### src/pkg/srh_pkg.sv
`default_nettype none
package srh_pkg;
    // Status byte bit positions
    localparam int SB_DEV_BIT  = 1;
    localparam int SB_ERRQ_BIT = 2;
    localparam int SB_QUES_BIT = 3;
    localparam int SB_MAV_BIT  = 4;
    localparam int SB_ESB_BIT  = 5;
    localparam int SB_MSS_BIT  = 6;
    localparam int SB_OPER_BIT = 7;
    // Device status bit positions
    localparam int DEV_SUM_BIT    = 0;
    localparam int DEV_NOMEAS_BIT = 1;
    localparam int DEV_ERRRES_BIT = 2;
    localparam int DEV_WARN_BIT   = 3;
    localparam int DEV_CRIT_BIT   = 4;
    localparam int DEV_LOCK_BIT   = 7;
    // Widths and reset values
    localparam int SB_W  = 8;
    localparam int DEV_W = 16;
    localparam int EVT_W = 16;
    localparam logic [7:0]  SB_RST  = 8'h00;
    localparam logic [15:0] DEV_RST = 16'h0000;
    localparam logic [15:0] EN_RST  = 16'h0000;
    localparam logic [15:0] TR_RST  = 16'hffff;
    // Event register read path select
    typedef enum logic [1:0] {
        SRH_RD_IDLE = 2'b00,
        SRH_RD_HOLD = 2'b01
    } srh_rd_type;
endpackage : srh_pkg
`default_nettype wire
### src/hw/srh_errq_tracker.sv
`default_nettype none
// Error queue occupancy tracking and per-entry request pulse
module srh_errq_tracker #(
    parameter int DEPTH = 16
) (
    input  wire logic clk_sys,
    input  wire logic rstn,
    input  wire logic push,
    input  wire logic pop,
    output logic      not_empty,
    output logic      added
);
    localparam int CW = $clog2(DEPTH + 1);
    initial begin
        if (DEPTH < 1) $error("srh_errq_tracker: DEPTH must be positive");
    end

    logic [CW-1:0] cnt_r;
    logic          do_push;
    logic          do_pop;

    assign do_push = push && (cnt_r != CW'(DEPTH));
    assign do_pop  = pop && (cnt_r != '0);

    // Entry count
    always_ff @(posedge clk_sys) begin
        if (!rstn)                  cnt_r <= '0;
        else if (do_push && !do_pop) cnt_r <= cnt_r + 1'b1;
        else if (do_pop && !do_push) cnt_r <= cnt_r - 1'b1;
    end

    assign not_empty = (cnt_r != '0);
    assign added     = do_push;
endmodule : srh_errq_tracker
`default_nettype wire

### src/hw/srh_event_reg.sv
`default_nettype none
// Condition / transition filter / event latch / enable summary
module srh_event_reg #(
    parameter int W = 16
) (
    input  wire logic         clk_sys,
    input  wire logic         rstn,
    input  wire logic [W-1:0] cond,
    input  wire logic [W-1:0] ptr,
    input  wire logic [W-1:0] ntr,
    input  wire logic [W-1:0] enable,
    input  wire logic         rd_clr,
    output logic      [W-1:0] event_q,
    output logic              summary
);
    initial begin
        if (W < 1 || W > 32) $error("srh_event_reg: W out of range");
    end

    logic [W-1:0] cond_prev_r;
    logic [W-1:0] hit;

    // Edges picked by transition filters
    assign hit = (cond & ~cond_prev_r & ptr) | (~cond & cond_prev_r & ntr);

    // Previous condition
    always_ff @(posedge clk_sys) begin
        if (!rstn) cond_prev_r <= '0;
        else       cond_prev_r <= cond;
    end

    // Sticky events, set wins over read clear
    always_ff @(posedge clk_sys) begin
        if (!rstn)       event_q <= '0;
        else if (rd_clr) event_q <= hit;
        else             event_q <= event_q | hit;
    end

    // Combinational summary
    assign summary = |(event_q & enable);
endmodule : srh_event_reg
`default_nettype wire

### src/hw/srh_status_top.sv
`default_nettype none
module srh_status_top #(
    parameter int ERRQ_DEPTH = 16
) (
    input  wire logic        clk_sys,
    input  wire logic        rstn,
    // Static error conditions
    input  wire logic        static_error_no_meas,
    input  wire logic        static_error_bad_result,
    input  wire logic        static_error_warning,
    input  wire logic        static_error_critical,
    input  wire logic        legacy_locked,
    // Lower level summaries and conditions
    input  wire logic [15:0] oper_cond,
    input  wire logic [15:0] ques_cond,
    input  wire logic [7:0]  std_event_set,
    input  wire logic        msg_available,
    input  wire logic        errq_push,
    input  wire logic        errq_pop,
    // Configuration from command layer
    input  wire logic [15:0] dev_enable,
    input  wire logic [15:0] dev_ptr,
    input  wire logic [15:0] dev_ntr,
    input  wire logic [15:0] oper_enable,
    input  wire logic [15:0] oper_ptr,
    input  wire logic [15:0] oper_ntr,
    input  wire logic [15:0] ques_enable,
    input  wire logic [15:0] ques_ptr,
    input  wire logic [15:0] ques_ntr,
    input  wire logic [7:0]  std_event_enable,
    input  wire logic [7:0]  srq_enable,
    // Event queries: each *_event_rd clears its event register, static_error_list_query clears nothing
    input  wire logic        dev_event_rd,
    input  wire logic        oper_event_rd,
    input  wire logic        ques_event_rd,
    input  wire logic        std_event_rd,
    input  wire logic        static_error_list_query,
    // Results
    output logic [7:0]       status_summary_byte,
    output logic [15:0]      device_static_error_status,
    output logic [15:0]      dev_event_q,
    output logic [15:0]      oper_event_q,
    output logic [15:0]      ques_event_q,
    output logic [7:0]       std_event_q,
    output logic [3:0]       static_error_list,
    output logic             static_error_list_valid,
    output logic             srq,
    output logic             cmd_setting_blocked
);
    initial begin
        if (ERRQ_DEPTH < 1) $error("srh_status_top: ERRQ_DEPTH must be positive");
    end

    logic [15:0] dev_cond;
    logic [15:0] dev_ev;
    logic [15:0] oper_ev;
    logic [15:0] ques_ev;
    logic        dev_sum;
    logic        oper_sum;
    logic        ques_sum;
    logic        errq_ne;
    logic        errq_added;
    logic [7:0]  std_ev_r;
    logic [7:0]  sb;
    logic        mss;
    logic        errq_pulse_r;

    // Device condition word, unused bits held at zero
    always_comb begin
        dev_cond = srh_pkg::DEV_RST;
        dev_cond[srh_pkg::DEV_NOMEAS_BIT] = static_error_no_meas;
        dev_cond[srh_pkg::DEV_ERRRES_BIT] = static_error_bad_result;
        dev_cond[srh_pkg::DEV_WARN_BIT]   = static_error_warning;
        dev_cond[srh_pkg::DEV_CRIT_BIT]   = static_error_critical;
        dev_cond[srh_pkg::DEV_LOCK_BIT]   = legacy_locked;
        dev_cond[srh_pkg::DEV_SUM_BIT]    = static_error_no_meas | static_error_bad_result
                                          | static_error_warning | static_error_critical;
    end

    // Device status event register
    srh_event_reg #(.W(srh_pkg::EVT_W)) u_dev (
        .clk_sys (clk_sys),
        .rstn    (rstn),
        .cond    (dev_cond),
        .ptr     (dev_ptr),
        .ntr     (dev_ntr),
        .enable  (dev_enable),
        .rd_clr  (dev_event_rd),
        .event_q (dev_ev),
        .summary (dev_sum)
    );

    // Operation status event register
    srh_event_reg #(.W(srh_pkg::EVT_W)) u_oper (
        .clk_sys (clk_sys),
        .rstn    (rstn),
        .cond    (oper_cond),
        .ptr     (oper_ptr),
        .ntr     (oper_ntr),
        .enable  (oper_enable),
        .rd_clr  (oper_event_rd),
        .event_q (oper_ev),
        .summary (oper_sum)
    );

    // Questionable status event register
    srh_event_reg #(.W(srh_pkg::EVT_W)) u_ques (
        .clk_sys (clk_sys),
        .rstn    (rstn),
        .cond    (ques_cond),
        .ptr     (ques_ptr),
        .ntr     (ques_ntr),
        .enable  (ques_enable),
        .rd_clr  (ques_event_rd),
        .event_q (ques_ev),
        .summary (ques_sum)
    );

    // Error queue occupancy
    srh_errq_tracker #(.DEPTH(ERRQ_DEPTH)) u_errq (
        .clk_sys   (clk_sys),
        .rstn      (rstn),
        .push      (errq_push),
        .pop       (errq_pop),
        .not_empty (errq_ne),
        .added     (errq_added)
    );

    // Standard event register, new events win over read clear
    always_ff @(posedge clk_sys) begin
        if (!rstn)             std_ev_r <= srh_pkg::SB_RST;
        else if (std_event_rd) std_ev_r <= std_event_set;
        else                   std_ev_r <= std_ev_r | std_event_set;
    end

    // Status byte assembly
    always_comb begin
        sb = srh_pkg::SB_RST;
        sb[srh_pkg::SB_DEV_BIT]  = dev_sum;
        sb[srh_pkg::SB_ERRQ_BIT] = errq_ne;
        sb[srh_pkg::SB_QUES_BIT] = ques_sum;
        sb[srh_pkg::SB_MAV_BIT]  = msg_available;
        sb[srh_pkg::SB_ESB_BIT]  = |(std_ev_r & std_event_enable);
        sb[srh_pkg::SB_OPER_BIT] = oper_sum;
        mss = |(sb & srq_enable & ~(8'h01 << srh_pkg::SB_MSS_BIT));
        sb[srh_pkg::SB_MSS_BIT]  = mss;
    end

    // Error queue entry pulse raises request for one cycle when the queue bit is enabled in srq_enable
    always_ff @(posedge clk_sys) begin
        if (!rstn) errq_pulse_r <= 1'b0;
        else       errq_pulse_r <= errq_added && srq_enable[srh_pkg::SB_ERRQ_BIT];
    end

    // Registered outputs
    always_ff @(posedge clk_sys) begin
        if (!rstn) begin
            status_summary_byte        <= srh_pkg::SB_RST;
            device_static_error_status <= srh_pkg::DEV_RST;
            dev_event_q                <= srh_pkg::DEV_RST;
            oper_event_q               <= srh_pkg::DEV_RST;
            ques_event_q               <= srh_pkg::DEV_RST;
            std_event_q                <= srh_pkg::SB_RST;
            srq                        <= 1'b0;
            cmd_setting_blocked        <= 1'b0;
        end else begin
            status_summary_byte        <= sb;
            device_static_error_status <= dev_cond;
            dev_event_q                <= dev_ev;
            oper_event_q               <= oper_ev;
            ques_event_q               <= ques_ev;
            std_event_q                <= std_ev_r;
            srq                        <= mss || errq_pulse_r;
            cmd_setting_blocked        <= legacy_locked;
        end
    end

    // Static error list query answer
    always_ff @(posedge clk_sys) begin
        if (!rstn) begin
            static_error_list       <= 4'h0;
            static_error_list_valid <= 1'b0;
        end else begin
            static_error_list_valid <= static_error_list_query;
            if (static_error_list_query)
                static_error_list <= {static_error_critical, static_error_warning,
                                      static_error_bad_result, static_error_no_meas};
        end
    end
endmodule : srh_status_top
`default_nettype wire

### config.mk
export PLATFORM = sky130hd
export DESIGN_NAME = srh_status_top
export DESIGN_NICKNAME = d
export VERILOG_FILES = /design/src/pkg/srh_pkg.sv /design/src/hw/srh_errq_tracker.sv /design/src/hw/srh_event_reg.sv /design/src/hw/srh_status_top.sv
export SDC_FILE = /design/constraint.sdc
export NUM_CORES = 1
export LEC_CHECK = 0
export BUFFER_PORTS_ARGS = -buffer_cell sky130_fd_sc_hd__buf_2
export CAP_MARGIN = 10
export CORE_AREA = 2 2 116 118
export DETAILED_ROUTE_END_ITERATION = 12
export DIE_AREA = 0 0 118 120
export PLACE_DENSITY = 0.78
export REMOVE_ABC_BUFFERS = 1
export SYNTH_ARGS = -nofsm -noshare
export SYNTH_HDL_FRONTEND = slang
export SYNTH_SLANG_ARGS = --single-unit
### constraint.sdc
create_clock -name clk_sys -period 2.7 [get_ports clk_sys]
set_input_delay 0.54 -clock clk_sys [delete_from_list [all_inputs] [get_ports clk_sys]]
set_output_delay 0.54 -clock clk_sys [all_outputs]
set_load 0.1 [all_outputs]
# == After elaboration in Yosys (flattened, before gate mapping) ==
# Index checks and enable logic that the tools add are counted.
# op_classes
addsub,2
n_eq_ne,1
n_mux,6
bitwise_logic,33
reduce_logical,15
# op_table
operator,n
$and 16x16->16,14
$or 16x16->16,6
$not 16->16,5
$mux 16,3
$reduce_or 16->1,3
$and 8x16->16,1
$and 8x8->8,2
$not 8->16,1
$mux 5,2
$mux 8,1
$or 8x8->8,1
$reduce_or 8->1,1
$reduce_or 7->1,1
$add 5x1->5 const B,1
$logic_and 1x1->1,5
$ne 5x5->1 const B,1
$reduce_bool 5->1,1
$sub 5x1->5 const B,1
$or 1x1->1,3
$logic_not 1->1,2
$reduce_bool 2->1,1
$logic_or 1x1->1,1
# word_totals
regBits,181
in_bits,215
out_inout_bits,87
word_cells,77

# == Depth between registers and ports, before layout ==
# depth
word_depth,9
mapped_depth,11
depth_no_buf,11

# == Modules after synthesis ==
# Synthesis repeated with hierarchy kept, for this count alone.
# unflattened
cells_unflattened,676
area_unflattened_um2,6891.6
# modules_own_cells
module,n_inst,cells_each,area_per_inst_um2,seq_area_each_um2
srh_event_reg,3,141,1352.5,640.6
srh_status_top,1,215,2487.4,1681.6
srh_errq_tracker,1,38,346.6,100.1

# == Worst setup path after synthesis ==
# No wires, ideal clock.
# synth_timing
path_type,register to register
startpoint,register u_errq.cnt_r[0]
endpoint,register u_errq.cnt_r[4]
arrival_time_ns,2.335
t_required_ns,2.628
slack_ns,0.294
path_stages_with_launch,11
synth_period_minus_slack_ns,2.406
cell_sequence,dfxtp_1 -> nor4_4 -> a21boi_0 -> ha_1 -> inv_1 -> ha_1 -> nor2b_1 -> o21a_1 -> or3_1 -> a21oi_1 -> mux2i_1
# synth_via
elab_chain_cells,5
elab_cells_between_ends,13
# synth_rtl
item,line,source
start: declaration,srh_errq_tracker.sv:18,logic [CW-1:0] cnt_r;
start signal: assignment,srh_errq_tracker.sv:28,else if (do_push && !do_pop) cnt_r <= cnt_r + 1'b1;
start signal: assignment,srh_errq_tracker.sv:29,else if (do_pop && !do_push) cnt_r <= cnt_r - 1'b1;
"parallel branches: the longest is 5 deep, another holds $sub 5x1->5",-,
# Several ways; the timed one is not identified. The select of a mux whose other input is x is not followed.
# A chain may end at the register's enable or synchronous reset.

# == Final worst setup path ==
# layout_timing
startpoint,register u_errq.cnt_r[3]
endpoint,register u_errq.cnt_r[4]
# The elaborated chain is that of the path after synthesis.

==> impl_metrics.tcl <==
set metrics [dict create \
    die_area_um2 14200 \
    grt_pass1_vias 4402 \
    final_area_um2 7510 \
    cts_tree "built" \
    rsz0062_at_grt "false" \
    grt_usage_pct 19.0 \
    grt_util_met2_pct 31.3 \
    clock_latency_ns 0.42 \
    synth_cells 551 \
    via_per_inst 4.71 \
    rr_startpoint "u_errq.cnt_r[3]" \
    start_util_pct 42.6 \
    pwr_density_cell_nw_per_um2 836 \
    stdcell_count 988 \
    timing.fmax_mhz 391 \
    cp.required_ns 3.04 \
    relSlewSlack_pct 49.2 \
    synth_top_area_share_pct 53.9 \
    antenna_found_initial 0 \
    clock_path_buffers 2 \
    critPathTopFamily "simple AND/OR/NAND/NOR gates" \
    setup_ws_ns 0.143 \
    route.antenna.remaining_nets 0 \
    post-place-ws_ns 0.117 \
    worstSetupEndpointType "flip-flop" \
    htreeDepth 4 \
    status "finished, final reports clean" \
    synth-main-ff-cell "dfxtp_1" \
    yosysWarningCount 0 \
    io_pins 302 \
    hold_viol 0 \
    slowest_stage "nor4_4" \
    timing.rr.end "u_errq.cnt_r[4]" \
    max_stage_delay_ns 0.36 \
    hold_class "input port to flip-flop" \
    grt_overflow 0 \
    synth_area_leaders "dfxtp_1 54%, and2_1 9.7%, nand3b_1 8.3%" \
    antenna_cells 0 \
    dr.pass1.iters 4 \
    fin_nets 1020 \
    vias 4657 \
    clk_pin_slew_ns 0.06 \
    postCtsHoldBufs 0 \
    synth_top_area_cell "dfxtp_1" \
    ys_seq_elements 149 \
    setup-tns-final_ns 0 \
    ff2ff_path_depth 11 \
    syn2layout_area_growth_pct 35.7 \
    min-delay-start "std_event_set[3]" \
    syn_area_per_cell_um2 10.0 \
    drt_iter0_drc 198 \
    critPathLaunchType "flip-flop" \
    clock_sinks 149 \
    gp_congestion 0.819 \
    crit_top_cell "nand2_1" \
    drc_errors 0 \
    setup_viol 0 \
    grt_max_degree 90 \
    ys_async_sr_fraction_pct 0 \
    hold_end "std_ev_r[3]" \
    dp_hpwl_mm 9.78 \
    core-area_um2 13000 \
    dp_cells 955 \
    worstPathCellList "nor4_4 > nand2_1 > nand2_1 > ha_2 > inv_1 > ha_1 > nor2b_1 > o21a_1 > or3_1 > a21oi_2 > mux2i_1" \
    cp_max_fo 4 \
    worstHoldPathCells 3 \
    synth_edf_count 0 \
    tightest_slew_ns 0.761 \
    path_buf_inv 1 \
    portBuffers 248 \
    arrival_ns 2.89 \
    use_met1_pct 22.2 \
    period_needed_ns 2.56 \
    period_share_pct 94.7 \
    yosysSeqAreaShare_pct 53.9 \
    placed_cell_area_um2 6860 \
    grt_first_pass_wirelength_mm 21.1 \
    finClkSkew_ns 0.00922 \
    max_cap_violations 0 \
    rows 42 \
    cts_root_buf "clkbuf_16" \
    cts_buffers 17 \
    slew_violations 0 \
    syn-cell-area_um2 5530 \
    die_h_um 120 \
    busiest_layer "met2" \
    wl_per_cell_um 13.4 \
    r2r_slack_ns 0.14 \
    wl_mm 13.2 \
    p_leak_uw 0.00348 \
    layout-drive-gt1-share_pct 35.8 \
    fin_util_pct 57.9 \
    path_class "flip-flop to flip-flop" \
    die-width_um 118 \
    synth.distinct_cells 37 \
    peakVddDrop_mv 0.437 \
    globalRouteMet3Util_pct 6.27 \
]
==> tightest hold or removal path: stages <==
cell and delay, ns:
buf_2 0.08, a21oi_1 0.03, nor2_1 0.06
==> timing repair <==
action	4_1_cts	5_1_grt
setup buffers	0	1
resized for setup	0	3
endpoints found under the setup margin	0	1
==> state kept, by name (all words and copies together) (netlist names) <==
name,flops
errq_pulse_r,1
u_errq.cnt_r,5
u_ques.cond_prev_r,16
status_summary_byte,7
u_oper.event_q,16
static_error_list_valid,1
u_dev.cond_prev_r,5
oper_event_q,16
ques_event_q,16
u_oper.cond_prev_r,16
static_error_list,4
dev_event_q,6
srq,1
u_dev.event_q,6
std_ev_r,8
u_ques.event_q,16
std_event_q,8
cmd_setting_blocked,1
==> worst max-delay path by stage <==
| stage | startpoint | cells past startpoint | slack, ns | end |
|---|---|---|---|---|
| global route | u_errq.cnt_r[3] | 11 | 0.02 | u_errq.cnt_r[4] |
| detailed placement | u_errq.cnt_r[0] | 10 | 0.12 | u_errq.cnt_r[4] |
| floorplan | u_errq.cnt_r[0] | 10 | 0.29 | u_errq.cnt_r[4] |
| CTS | u_errq.cnt_r[0] | 10 | 0.04 | u_errq.cnt_r[4] |
| global placement | u_errq.cnt_r[0] | 10 | 0.16 | u_errq.cnt_r[4] |
| finish | u_errq.cnt_r[3] | 11 | 0.14 | u_errq.cnt_r[4] |
==> per-layer routing <==
metal  part of all wire, %  wire, µm
met4                   2.8       368
met1                    43      5720
met3                   8.1      1060
met5                     0         0
met2                    46      6070
==> Yosys cell counts, types with 6 or more instances <==
cell type	count
dfxtp_1	149
a31oi_1	31
nor2_1	34
nand2_1	18
a221oi_1	8
mux2i_1	6
nand2b_1	27
a22oi_1	7
a21oi_1	24
buf_4	22
nand3b_1	61
and2_1	86
clkbuf_1	18
a22o_1	8
o21ai_0	6
inv_1	14
==> where the power goes <==
| part | leakage (µW) | switching (µW) | internal (µW) | total [µW] |
|---|---|---|---|---|
| Sequential | 0.00123 | 91.0 | 2350 | 2450 |
| Combinational | 0.00194 | 911 | 412 | 1320 |
| Clock | 0.000307 | 931 | 1580 | 2510 |
==> stage by stage <==
stage          hold slack (ns)  total power, µW
6_report                 0.330             6280
5_1_grt                  0.336             6560
4_1_cts                  0.308             6320
3_5_place_dp             0.436             3790
3_3_place_gp             0.429             3770
2_1_floorplan            0.418             3460
==> layout make-up <==
class                      count  area (µm²)
clock buffer                  18         439
clock inverter                14         201
fill                        1180        5470
inverter                      15        56.3
multi-input combinational    365        2330
sequential                   149        2980
tap                          176         220
timing repair buffer         251        1280
==> cells by family after synthesis <==
| group | synth area share, % |
|---|---|
| flip-flops | 53.9 |
| AO/OA/AOI/OAI | 11.5 |
| XOR/XNOR | 0.475 |
| buffers and inverters | 5.38 |
| other | 0.0678 |
| AND/OR/NAND/NOR | 26.1 |
| adder cells (fa/ha/maj) | 1.49 |
| multiplexers | 1.09 |
==> cells in the final DEF, fill, tap and decap left out, types with 7 or more instances in the layout <==
| cell | count |
|---|---|
| a21oi_1 | 23 |
| nor2_1 | 34 |
| nand3b_1 | 61 |
| clkbuf_16 | 17 |
| conb_1 | 21 |
| a31oi_1 | 31 |
| a22oi_1 | 7 |
| nand2b_1 | 27 |
| inv_1 | 14 |
| and2_1 | 86 |
| a22o_1 | 8 |
| dfxtp_1 | 149 |
| buf_2 | 248 |
| a221oi_1 | 8 |
| nand2_1 | 18 |
(Power assumes the default switching activity.)
